**config.mk**
```make
export PLATFORM = sky130hd
export DESIGN_NAME = ldr_top
export DESIGN_NICKNAME = d
export VERILOG_FILES = /design/src/rtl/ldr_pkg.sv /design/src/rtl/ldr_lut16.sv /design/src/rtl/ldr_top.sv
export SDC_FILE = /design/constraint.sdc
export NUM_CORES = 1
export LEC_CHECK = 0
export ABC_AREA = 0
export BUFFER_PORTS_ARGS = -buffer_cell sky130_fd_sc_hd__clkbuf_2
export CAP_MARGIN = 0
export CORE_MARGIN = 2
export CORE_UTILIZATION = 50
export CTS_CLUSTER_SIZE = 10
export DETAILED_ROUTE_END_ITERATION = 10
export HOLD_SLACK_MARGIN = 0.08
export PLACE_DENSITY = 0.83
export SLEW_MARGIN = 20
export SYNTH_ARGS = -nofsm -noshare
export SYNTH_HDL_FRONTEND = slang
export SYNTH_HIERARCHICAL = 1
export SYNTH_SLANG_ARGS = --single-unit
```
**constraint.sdc**
```tcl
create_clock -name clk -period 4.6 [get_ports clk]
set_input_delay 0.23 -clock clk [delete_from_list [all_inputs] [get_ports clk]]
set_output_delay 0.23 -clock clk [all_outputs]
set_load 0.01 [all_outputs]
```
**src/rtl/ldr_pkg.sv**
```systemverilog
// Constants shared by the distributed look-up-table RAM cell and its register slave.
package ldr_pkg;

  localparam int          LDR_LUT_ADDR_W  = 4;
  localparam int          LDR_LUT_WORDS   = 16;
  localparam int          LDR_APB_ADDR_W  = 8;
  localparam int          LDR_DATA_W      = 32;

  localparam logic [7:0]  LDR_OFF_CTRL    = 8'h00;
  localparam logic [7:0]  LDR_OFF_FUNC_A  = 8'h04;
  localparam logic [7:0]  LDR_OFF_FUNC_B  = 8'h08;
  localparam logic [7:0]  LDR_OFF_STATUS  = 8'h0C;

  localparam int          LDR_CTRL_W      = 16;
  localparam int          LDR_MODE_LSB    = 0;
  localparam int          LDR_MODE_W      = 2;
  localparam int          LDR_ASYNC_BIT   = 2;
  localparam int          LDR_A_EN_BIT    = 3;
  localparam int          LDR_B_EN_BIT    = 4;
  localparam int          LDR_H_LSB       = 8;
  localparam int          LDR_H_W         = 8;
  localparam logic [15:0] LDR_CTRL_MASK   = 16'hFF1F;
  localparam logic [15:0] LDR_CTRL_RESET  = 16'h0018;

  localparam int          LDR_ST_A_OUT    = 0;
  localparam int          LDR_ST_B_OUT    = 1;
  localparam int          LDR_ST_A_REG    = 2;
  localparam int          LDR_ST_B_REG    = 3;
  localparam int          LDR_ST_H_REG    = 4;

  // Memory arrangement of the two generators.
  localparam logic [1:0]  LDR_MODE_PAIR   = 2'h0;
  localparam logic [1:0]  LDR_MODE_WIDE   = 2'h1;
  localparam logic [1:0]  LDR_MODE_DUAL   = 2'h2;

endpackage : ldr_pkg

```
**src/rtl/ldr_lut16.sv**
```systemverilog
// One look-up-table function generator usable as logic or as a small RAM.
`timescale 1ns/1ps
`default_nettype none
module ldr_lut16
  import ldr_pkg::*;
#(
  parameter int ADDR_W = LDR_LUT_ADDR_W
) (
  input  wire logic                     clk,
  input  wire logic                     wrEn,
  input  wire logic [ADDR_W-1:0]        wrAddr,
  input  wire logic                     wrData,
  input  wire logic                     transparent,
  input  wire logic                     loadEn,
  input  wire logic [(1<<ADDR_W)-1:0]   loadValue,
  input  wire logic [ADDR_W-1:0]        rdAddr,
  output logic                          rdData,
  output logic      [(1<<ADDR_W)-1:0]   contents
);

  localparam int WORDS = 1 << ADDR_W;

  if (ADDR_W < 1 || ADDR_W > 5) begin : gBadWidth
    $error("ldr_lut16: ADDR_W must lie between 1 and 5");
  end

  // Contents are user data and carry no reset, as in a configured array.
  logic [WORDS-1:0] cells_reg;

  for (genvar i = 0; i < WORDS; i++) begin : gCell
    always_ff @(posedge clk) begin
      if (loadEn) begin
        cells_reg[i] <= loadValue[i];
      end else if (wrEn && wrAddr == ADDR_W'(i)) begin
        cells_reg[i] <= wrData;
      end
    end
  end

  // The four address inputs pick one cell; the read needs no clock.
  always_comb begin
    if (transparent && wrEn && wrAddr == rdAddr) begin
      rdData = wrData;
    end else begin
      rdData = cells_reg[rdAddr];
    end
  end

  assign contents = cells_reg;

endmodule : ldr_lut16
`default_nettype wire

```
**src/rtl/ldr_top.sv**
```systemverilog
// Logic cell with two function generators configurable as distributed RAM, set up over APB.
//
// Functional notes
// - two independent 16x1 memories, own data.
// - generators combine into one 32x1 memory.
// - non-RAM generator keeps working as logic.
// - synchronous write on clock edge, enable gated.
// - asynchronous write follows the write strobe level.
// - timing mode shared by both generators.
// - single port shares read and write address.
// - dual port: one write, two reads.
// - same-cycle read and write in dual port.
// - reads identical in every mode.
// - reads are combinational, no clock needed.
// - four generator inputs address the table.
// - control lines become data and write enable.
// - upper data bit is fifth address bit.
// - outputs leave directly or via flip-flops.
// - flip-flops behave unchanged with RAM use.
//
// The register offsets and the APB interface to the registers were left to the implementer.
`timescale 1ns/1ps
`default_nettype none
module ldr_top
  import ldr_pkg::*;
#(
  parameter int APB_ADDR_W = LDR_APB_ADDR_W
) (
  input  wire logic                    clk,
  input  wire logic                    rst_b,
  input  wire logic                    psel,
  input  wire logic                    penable,
  input  wire logic                    pwrite,
  input  wire logic [APB_ADDR_W-1:0]   paddr,
  input  wire logic [LDR_DATA_W-1:0]   pwdata,
  output logic      [LDR_DATA_W-1:0]   prdata,
  output logic                         pready,
  output logic                         pslverr,
  input  wire logic [LDR_LUT_ADDR_W-1:0] lutAAddress,
  input  wire logic [LDR_LUT_ADDR_W-1:0] lutBAddress,
  input  wire logic                    directInputLine,
  input  wire logic                    auxInputLine,
  input  wire logic                    setResetLine,
  output logic                         lutAOut,
  output logic                         lutBOut,
  output logic                         lutAReg,
  output logic                         lutBReg,
  output logic                         lutHReg
);

  // The upper-bit check below needs at least one bit above the register offsets.
  if (APB_ADDR_W < 5 || APB_ADDR_W > 32) begin : gBadAddr
    $error("ldr_top: APB_ADDR_W must lie between 5 and 32");
  end

  logic                        rstMeta_reg;
  logic                        rstSyncB_reg;
  logic [LDR_CTRL_W-1:0]       ctrl_reg;
  logic                        pready_reg;
  logic                        pslverr_reg;
  logic [LDR_DATA_W-1:0]       prdata_reg;
  logic                        lutAReg_reg;
  logic                        lutBReg_reg;
  logic                        lutHReg_reg;
  logic [1:0]                  ramMode;
  logic                        asyncTiming;
  logic                        effAsync;
  logic                        ramAEn;
  logic                        ramBEn;
  logic [LDR_H_W-1:0]          hTable;
  logic                        ramDataInLow;
  logic                        ramDataInHigh;
  logic                        ramWriteEnable;
  logic                        bothGens;
  logic                        weA;
  logic                        weB;
  logic [LDR_LUT_ADDR_W-1:0]   wrAddrB;
  logic                        wrDataB;
  logic [LDR_LUT_ADDR_W-1:0]   rdAddrB;
  logic                        aRd;
  logic                        bRd;
  logic [LDR_LUT_WORDS-1:0]    aContents;
  logic [LDR_LUT_WORDS-1:0]    bContents;
  logic                        apbSetupPhase;
  logic                        apbWrite;
  logic                        addrHit;
  logic                        loadA;
  logic                        loadB;
  logic [7:0]                  regAddr;
  logic [LDR_DATA_W-1:0]       readMux;
  logic [2:0]                  hIndex;

  // Reset is released through two flip-flops so that its removal is synchronous.
  always_ff @(posedge clk or negedge rst_b) begin
    if (!rst_b) begin
      rstMeta_reg  <= 1'b0;
      rstSyncB_reg <= 1'b0;
    end else begin
      rstMeta_reg  <= 1'b1;
      rstSyncB_reg <= rstMeta_reg;
    end
  end

  // ---------------------------------------------------------------- APB slave
  assign regAddr       = 8'(paddr);
  assign apbSetupPhase = psel && !penable;
  assign apbWrite      = psel && penable && pwrite && pready_reg;
  assign addrHit       = (APB_ADDR_W == 8 || paddr[APB_ADDR_W-1:4] == '0) &&
                         (regAddr == LDR_OFF_CTRL || regAddr == LDR_OFF_FUNC_A ||
                          regAddr == LDR_OFF_FUNC_B || regAddr == LDR_OFF_STATUS);
  assign loadA         = apbWrite && addrHit && regAddr == LDR_OFF_FUNC_A;
  assign loadB         = apbWrite && addrHit && regAddr == LDR_OFF_FUNC_B;

  always_comb begin
    readMux = '0;
    if (addrHit) begin
      case (regAddr)
        LDR_OFF_CTRL:   readMux = LDR_DATA_W'(ctrl_reg);
        LDR_OFF_FUNC_A: readMux = LDR_DATA_W'(aContents);
        LDR_OFF_FUNC_B: readMux = LDR_DATA_W'(bContents);
        LDR_OFF_STATUS: readMux = LDR_DATA_W'({lutHReg_reg, lutBReg_reg, lutAReg_reg, lutBOut, lutAOut});
        default:        readMux = '0;
      endcase
    end
  end

  // Answer is prepared in the setup phase so that every access completes in one access cycle.
  always_ff @(posedge clk or negedge rstSyncB_reg) begin
    if (!rstSyncB_reg) begin
      pready_reg  <= 1'b0;
      pslverr_reg <= 1'b0;
      prdata_reg  <= '0;
    end else begin
      pready_reg  <= apbSetupPhase;
      pslverr_reg <= apbSetupPhase && !addrHit;
      prdata_reg  <= (apbSetupPhase && !pwrite) ? readMux : '0;
    end
  end

  always_ff @(posedge clk or negedge rstSyncB_reg) begin
    if (!rstSyncB_reg) begin
      ctrl_reg <= LDR_CTRL_RESET;
    end else if (apbWrite && addrHit && regAddr == LDR_OFF_CTRL) begin
      ctrl_reg <= pwdata[LDR_CTRL_W-1:0] & LDR_CTRL_MASK;
    end
  end

  assign prdata  = prdata_reg;
  assign pready  = pready_reg;
  assign pslverr = pslverr_reg;

  // ---------------------------------------------------------- configuration
  assign ramMode     = ctrl_reg[LDR_MODE_LSB +: LDR_MODE_W];
  assign asyncTiming = ctrl_reg[LDR_ASYNC_BIT];
  assign ramAEn      = ctrl_reg[LDR_A_EN_BIT];
  assign ramBEn      = ctrl_reg[LDR_B_EN_BIT];
  assign hTable      = ctrl_reg[LDR_H_LSB +: LDR_H_W];
  // The dual-port arrangement exists only with edge-triggered timing.
  assign effAsync    = asyncTiming && ramMode != LDR_MODE_DUAL;
  assign bothGens    = ramMode == LDR_MODE_WIDE || ramMode == LDR_MODE_DUAL;

  // --------------------------------------------------------- write routing
  assign ramDataInLow   = directInputLine;
  assign ramDataInHigh  = auxInputLine;
  assign ramWriteEnable = setResetLine;

  always_comb begin
    weA     = 1'b0;
    weB     = 1'b0;
    wrAddrB = lutBAddress;
    wrDataB = ramDataInHigh;
    rdAddrB = lutBAddress;
    case (ramMode)
      LDR_MODE_WIDE: begin
        weA     = ramWriteEnable && !ramDataInHigh;
        weB     = ramWriteEnable && ramDataInHigh;
        wrAddrB = lutAAddress;
        wrDataB = ramDataInLow;
        rdAddrB = lutAAddress;
      end
      LDR_MODE_DUAL: begin
        weA     = ramWriteEnable;
        weB     = ramWriteEnable;
        wrAddrB = lutAAddress;
        wrDataB = ramDataInLow;
        rdAddrB = lutBAddress;
      end
      default: begin
        // A generator left out of RAM use keeps its table and acts as logic.
        weA     = ramWriteEnable && (ramAEn || bothGens);
        weB     = ramWriteEnable && (ramBEn || bothGens);
        wrAddrB = lutBAddress;
        wrDataB = ramDataInHigh;
        rdAddrB = lutBAddress;
      end
    endcase
  end

  ldr_lut16 #(
    .ADDR_W      (LDR_LUT_ADDR_W)
  ) uLutA (
    .clk         (clk),
    .wrEn        (weA),
    .wrAddr      (lutAAddress),
    .wrData      (ramDataInLow),
    .transparent (effAsync),
    .loadEn      (loadA),
    .loadValue   (pwdata[LDR_LUT_WORDS-1:0]),
    .rdAddr      (lutAAddress),
    .rdData      (aRd),
    .contents    (aContents)
  );

  ldr_lut16 #(
    .ADDR_W      (LDR_LUT_ADDR_W)
  ) uLutB (
    .clk         (clk),
    .wrEn        (weB),
    .wrAddr      (wrAddrB),
    .wrData      (wrDataB),
    .transparent (effAsync),
    .loadEn      (loadB),
    .loadValue   (pwdata[LDR_LUT_WORDS-1:0]),
    .rdAddr      (rdAddrB),
    .rdData      (bRd),
    .contents    (bContents)
  );

  // ------------------------------------------------------------- read side
  // Reads bypass the flip-flops on purpose: the direct outputs are combinational in every mode.
  always_comb begin
    if (ramMode == LDR_MODE_WIDE && ramDataInHigh) begin
      lutAOut = bRd;
    end else begin
      lutAOut = aRd;
    end
  end

  assign lutBOut = bRd;
  assign hIndex  = {auxInputLine, bRd, lutAOut};

  // The cell flip-flops sample the generator outputs exactly as they would sample logic.
  always_ff @(posedge clk or negedge rstSyncB_reg) begin
    if (!rstSyncB_reg) begin
      lutAReg_reg <= 1'b0;
      lutBReg_reg <= 1'b0;
      lutHReg_reg <= 1'b0;
    end else begin
      lutAReg_reg <= lutAOut;
      lutBReg_reg <= lutBOut;
      lutHReg_reg <= hTable[hIndex];
    end
  end

  assign lutAReg = lutAReg_reg;
  assign lutBReg = lutBReg_reg;
  assign lutHReg = lutHReg_reg;
endmodule : ldr_top
`default_nettype wire

```
==> results_dict.tcl, run 1 <==
set metrics [dict create \
    die_h_um 92.9 \
    grt_first_pass_wirelength_um 14800 \
    dp_hpwl_um 7220 \
    htreeDepth 3 \
    avgSynthCellArea_um2 10.7 \
    swShare_pct 22.6 \
    sequentialPowerShare_pct 45.9 \
    pre_cts_slack_ps 1170 \
    crit_arrival_ps 3490 \
    cts_buffers 9 \
    grtUsageTotal_pct 22.8 \
    yosysUniqueCellTypes 45 \
    antenna_found_initial 0 \
    final.setup.tns_ps 0 \
    r2r_cells 8 \
    rsz0062_at_grt "false" \
    cts_tree "yes" \
    critPathRequiredTime_ps 4370 \
    synth_area_um2 3960 \
    crit_start "ctrl_reg[1]" \
    netlist.area_leader.share_pct 24.3 \
    clock_skew_ps 9.38 \
    ant_nets 0 \
    status "finished clean" \
    tightest_slew_ps 886 \
    period_share_pct 80.8 \
    timing.critical_path.fanout_max 10 \
    row_count 32 \
    hold_class "in2reg" \
    rr_endpoint "prdata[1]" \
    dr_total_vias 3035 \
    rrSetupSlack_ps 1150 \
    core_um2 7690 \
    dieArea_um2 8640 \
    most-common-layout-cells "nand2_1, clkbuf_2, dfrtp_1" \
    clk_pin_slew_ps 70 \
    fin_nets 480 \
    p_switching_w 0.000317 \
    ys_warn_count 6 \
    worst_slack_ps 882 \
    p_comb_share_pct 9.6 \
    cts_resized 0 \
    ir_drop_uv 119 \
    clock_latency_ps 350 \
    cp-end-kind "output pin" \
    grt_overflow 0 \
    p_clk_share_pct 44.5 \
    yosysSeqAreaShare_pct 47.1 \
    start_util_pct 51.4 \
    leakage_nw 2.01 \
    crit_type "reg2out" \
    final.min_clock_period_ps 3720 \
    maxCapViolations 0 \
    hold_start "penable" \
    drt_first_iter_violations 357 \
    grt_max_degree 35 \
    hold_violations 0 \
    antenna_cells 0 \
    finalMaxSlewViolations 0 \
    clock.fmax_mhz 269 \
    slowest_stage "mux4_1" \
    p_per_area_nw_per_um2 310 \
    ioPinCount 95 \
    setup_violations 0 \
    cts_sinks 68 \
    root_buffer "clkbuf_8" \
    critPathLaunchType "flip-flop" \
    slowest_delay_ps 500 \
    timing.rr.start "ctrl_reg[1]" \
    first_global_vias 2847 \
    post_drt_wl_per_cell_um 17.8 \
    firstDrtPassIters 6 \
    cp_cell_sequence "inv_1, ha_1, mux2_2, mux4_1, mux4_2, mux2_2, mux2i_1, inv_1, clkbuf_2" \
    area_growth_pct 14.3 \
    io_buffer_count 62 \
    drive_gt1_share_pct 33.0 \
    relSlewSlack_pct 40.7 \
    synth_area_leaders "edfxtp_1, dfrtp_1, mux2_2" \
    clockBufferDepth 2 \
    route.detailed.drc 0 \
    synth_seq_cells 68 \
    layout.cells.most_common "nand2_1" \
    viasPerCell 5.74 \
    gp_congestion 0.983 \
    synthCells 368 \
    wirelength_um 9430 \
    fp.dieW_um 92.9 \
    endpoint "lutAOut" \
    p_int_w 0.00108 \
    yosysTopAreaCell "edfxtp_1" \
]
-- worst min-delay path by stage --
stage	endpoint	slack [ps]	depth (start not counted)
2_1_floorplan	rstMeta_reg	-70	0
3_3_place_gp	rstMeta_reg	20	1
3_5_place_dp	rstSyncB_reg	20	1
4_1_cts	pready	80	2
5_1_grt	pready	90	2
6_report	pready	90	2
-- worst max-delay path, delay by kind of cell (launching register included) --
kind / cells / cell delay [ps]
mux: 5 / 2000
flops: 1 / 430
fa+ha+maj: 1 / 400
buf+inv: 3 / 300
-- timing repair --
item	4_1_cts	5_1_grt
hold endpoints to repair	2	0
hold buffers	1	0
buffers inserted	0	0
-- Yosys cell counts, drive strengths merged --
cell / number
a21boi: 2
a21oi: 9
a22o: 2
a22oi: 3
a311oi: 1
a31o: 2
buf: 23
clkbuf: 16
conb: 2
dfrtp: 34
dfstp: 2
edfxtp: 32
ha: 2
inv: 12
mux2: 29
mux2i: 9
mux4: 15
nand2: 87
nand2b: 4
nand3: 8
nand3b: 4
nand4: 1
nand4b: 1
nor2: 8
nor2b: 8
nor3: 2
nor3b: 4
nor4: 1
nor4b: 1
o2111ai: 2
o21a: 2
o21ai: 18
o221ai: 2
o22ai: 1
o31ai: 6
or2: 9
or3: 1
or4: 1
xnor2: 2
-- stage by stage --
stage / hold slack (ps) / std cells / util (%) / power, W / instance area (um^2)
2_1_floorplan: -65.6 / 383 / - / 0.000747 / 4010
3_3_place_gp: 16.0 / 512 / 55.3 / 0.000782 / 4250
3_5_place_dp: 18.1 / 512 / 55.3 / 0.000788 / 4250
4_1_cts: 81.7 / 529 / 58.8 / 0.00141 / 4520
5_1_grt: 88.6 / 529 / 58.8 / 0.00145 / 4520
6_report: 91.1 / 529 / 58.8 / 0.00140 / 4520
-- power by group through the flow --
stage / clock network (W) / registers, W / logic, W
final: 0.000623 / 0.000643 / 0.000134
after global routing: 0.000657 / 0.000644 / 0.000145
after CTS: 0.000631 / 0.000643 / 0.000133
after detailed placement: 0 / 0.000656 / 0.000131
after global placement: 0 / 0.000656 / 0.000127
after floorplan: 0 / 0.000661 / 0.0000861
-- per-layer routing --
layer / GRT usage, % / vias up / wire length (um)
met1: 29.3 / 1486 / 3720
met5: 0 / - / 0
met4: 7.72 / 0 / 142
met2: 39.3 / 156 / 4850
li1: - / 1381 / -
met3: 3.91 / 12 / 717
-- cells by family after synthesis --
logic type,Yosys count,share of synthesized area [%]
compound gates,50,8.04
xor+xnor,2,0.443
fa+ha+maj,2,0.633
buf+inv,51,6.99
flops,68,47.1
mux,53,19.8
other cells,2,0.190
simple gates,140,16.7
-- layout make-up --
| type | instances | area [um^2] |
|---|---|---|
| inverter | 12 | 45.0 |
| clock inverter | 5 | 106 |
| sequential | 68 | 1860 |
| tap | 102 | 128 |
| clock buffer | 11 | 151 |
| timing repair buffer | 67 | 350 |
| fill | 622 | 3170 |
| multi-input combinational | 264 | 1880 |
Power figures use the tool's default switching activity.
==> run 2: changes to the inputs <==
--- a/config.mk
+++ b/config.mk
@@ -9,11 +9,11 @@
 export BUFFER_PORTS_ARGS = -buffer_cell sky130_fd_sc_hd__clkbuf_2
 export CAP_MARGIN = 0
 export CORE_MARGIN = 2
-export CORE_UTILIZATION = 50
+export CORE_UTILIZATION = 49
 export CTS_CLUSTER_SIZE = 10
 export DETAILED_ROUTE_END_ITERATION = 10
 export HOLD_SLACK_MARGIN = 0.08
-export PLACE_DENSITY = 0.83
+export PLACE_DENSITY = 0.85
 export SLEW_MARGIN = 20
 export SYNTH_ARGS = -nofsm -noshare
 export SYNTH_HDL_FRONTEND = slang
==> constraint.sdc (replaced) <==
create_clock -name clk -period 3.25 [get_ports clk]
set_input_delay 0.1625 -clock clk [delete_from_list [all_inputs] [get_ports clk]]
set_output_delay 0.1625 -clock clk [all_outputs]
set_load 0.01 [all_outputs]
==> run 2 against run 1 <==
Net effect: cell count is 0.57% higher; setup slack worse by 830 ps; hold slack better by 16 ps; critical endpoint unchanged; flip-flop and latch count stayed put; clock power is 16% higher; wire length is 2.6% higher; critical path depth is 1 higher; register-to-register slack worse by 1000 ps; first-iteration DRC count is 35% lower; non-clock buffer count is 3 higher; die area is 1.9% higher; design area is 0.80% higher.
==> results_dict.tcl, run 2 (synthesized netlist as in run 1, its figures left out) <==
set metrics [dict create \
    status "finished clean" \
    hold_class "in2reg" \
    post_drt_wl_per_cell_um 18.2 \
    dr_total_vias 3023 \
    hold_violations 0 \
    use_met1_pct 27.5 \
    root_buffer "clkbuf_8" \
    fin_nets 483 \
    viasPerCell 5.68 \
    final.min_clock_period_ps 3200 \
    cts_tree "yes" \
    crit_arrival_ps 3030 \
    clock_latency_ps 340 \
    layout.cells.most_common "nand2_1" \
    grt_first_pass_wirelength_um 14800 \
    critPathLaunchType "flip-flop" \
    gp_congestion 0.988 \
    timing.critical_path.fanout_max 9 \
    grtUsageTotal_pct 22.6 \
    antenna_found_initial 0 \
    ant_nets 0 \
    met2_usage_pct 37.7 \
    area_growth_pct 15.2 \
    clk_pin_slew_ps 70 \
    period_share_pct 98.3 \
    io_buffer_count 62 \
    critPathRequiredTime_ps 3090 \
    crit_type "reg2out" \
    wirelength_um 9680 \
    most-common-layout-cells "nand2_1, clkbuf_2, dfrtp_1" \
    rrSetupSlack_ps 100 \
    cp-end-kind "output pin" \
    slowest_delay_ps 490 \
    fin_cells 532 \
    met3_usage_pct 4.65 \
    firstDrtPassIters 5 \
    ioPinCount 95 \
    hold_path_depth 2 \
    grt_overflow 0 \
    cts_sinks 68 \
    drive_gt1_share_pct 36.0 \
    fill_cells 643 \
    p_per_area_nw_per_um2 403 \
    grt_max_degree 35 \
    clock.fmax_mhz 313 \
    maxCapViolations 0 \
    htreeDepth 3 \
    busiest_layer "met2" \
    start_util_pct 50.9 \
    rr_endpoint "lutHReg" \
    critPathTopFamily "multiplexers" \
    relSlewSlack_pct 41.5 \
    route.detailed.drc 0 \
    die_h_um 93.8 \
    finalMaxSlewViolations 0 \
    crit_start "ctrl_reg[1]" \
    row_count 32 \
    dp_hpwl_um 7050 \
    core_um2 7770 \
    hold_start "pwdata[15]" \
    dp_cells 514 \
    clock_skew_ps 9.14 \
    timing.rr.start "ctrl_reg[1]" \
    final.setup.tns_ps 0 \
    clockBufferDepth 2 \
    r2r_cells 12 \
    worst-path-buf-inv 4 \
    hold_end "ctrl_reg[15]" \
    ir_drop_uv 161 \
    leakage_nw 2.00 \
    setup_violations 0 \
    slowest_stage "mux4_2" \
    tightest_slew_ps 874 \
    cp_cell_sequence "inv_2, ha_4, buf_6, mux2_4, mux4_2, mux4_2, mux2_4, mux2i_4, inv_2, buf_6" \
    cts_setup_buffers 0 \
    dieArea_um2 8810 \
    cts_buffers 9 \
    fp.dieW_um 93.8 \
    drt_first_iter_violations 232 \
    first_global_vias 2892 \
    antenna_cells 0 \
]
-- run 2: layout make-up --
| class | instances | area (um^2) | area share (%) |
|---|---|---|---|
| Tap cell | 102 | 128 | 2.80 |
| Inverter | 12 | 45.0 | 0.988 |
| Timing Repair Buffer | 70 | 388 | 8.51 |
| Clock buffer | 11 | 151 | 3.32 |
| Clock inverter | 5 | 58.8 | 1.29 |
| Multi-Input combinational cell | 264 | 1920 | 42.1 |
| Sequential cell | 68 | 1870 | 40.9 |
-- run 2: per-stage QoR --
stage	area, um^2	total power, W	utilization (%)	hold slack, ps	setup slack, ps
finish	4560	0.00184	58.7	108	54.0
CTS	4550	0.00184	58.5	87.6	-8.79
detailed placement	4270	0.00111	54.9	-42.4	105
floorplan	4010	0.00106	-	-133	111
global route	4560	0.00190	58.7	107	-7.09
global placement	4270	0.00111	54.9	-52.2	186
-- run 2: how the worst max path moves through the flow --
| stage | cells past startpoint | to |
|---|---|---|
| finish | 10 | lutAOut |
| global route | 10 | lutAOut |
| detailed placement | 12 | lutHReg |
| global placement | 10 | lutAOut |
| CTS | 10 | lutAOut |
| floorplan | 10 | prdata[1] |
-- run 2: power breakdown --
part	leakage [nW]	internal [W]	switching, W
clock network	0.102	0.000397	0.000326
logic	1.13	0.0000805	0.000121
registers	0.770	0.000907	0.00000325
total	2.00	0.00139	0.000451
-- run 2: routing by layer --
| layer | part of all wire [%] | wire (um) |
|---|---|---|
| met1 | 38 | 3680 |
| met2 | 51 | 4900 |
| met3 | 8.0 | 771 |
| met4 | 3.3 | 321 |
| met5 | 0 | 0 |
-- run 2: what timing repair did --
| action | CTS | global route |
|---|---|---|
| endpoints found under the setup margin | 2 | 2 |
| gates cloned | 0 | 0 |
| hold buffers | 3 | 0 |
| resized for setup | 14 | 10 |
| pin swaps | 0 | 2 |
| hold endpoints to repair | 3 | 0 |
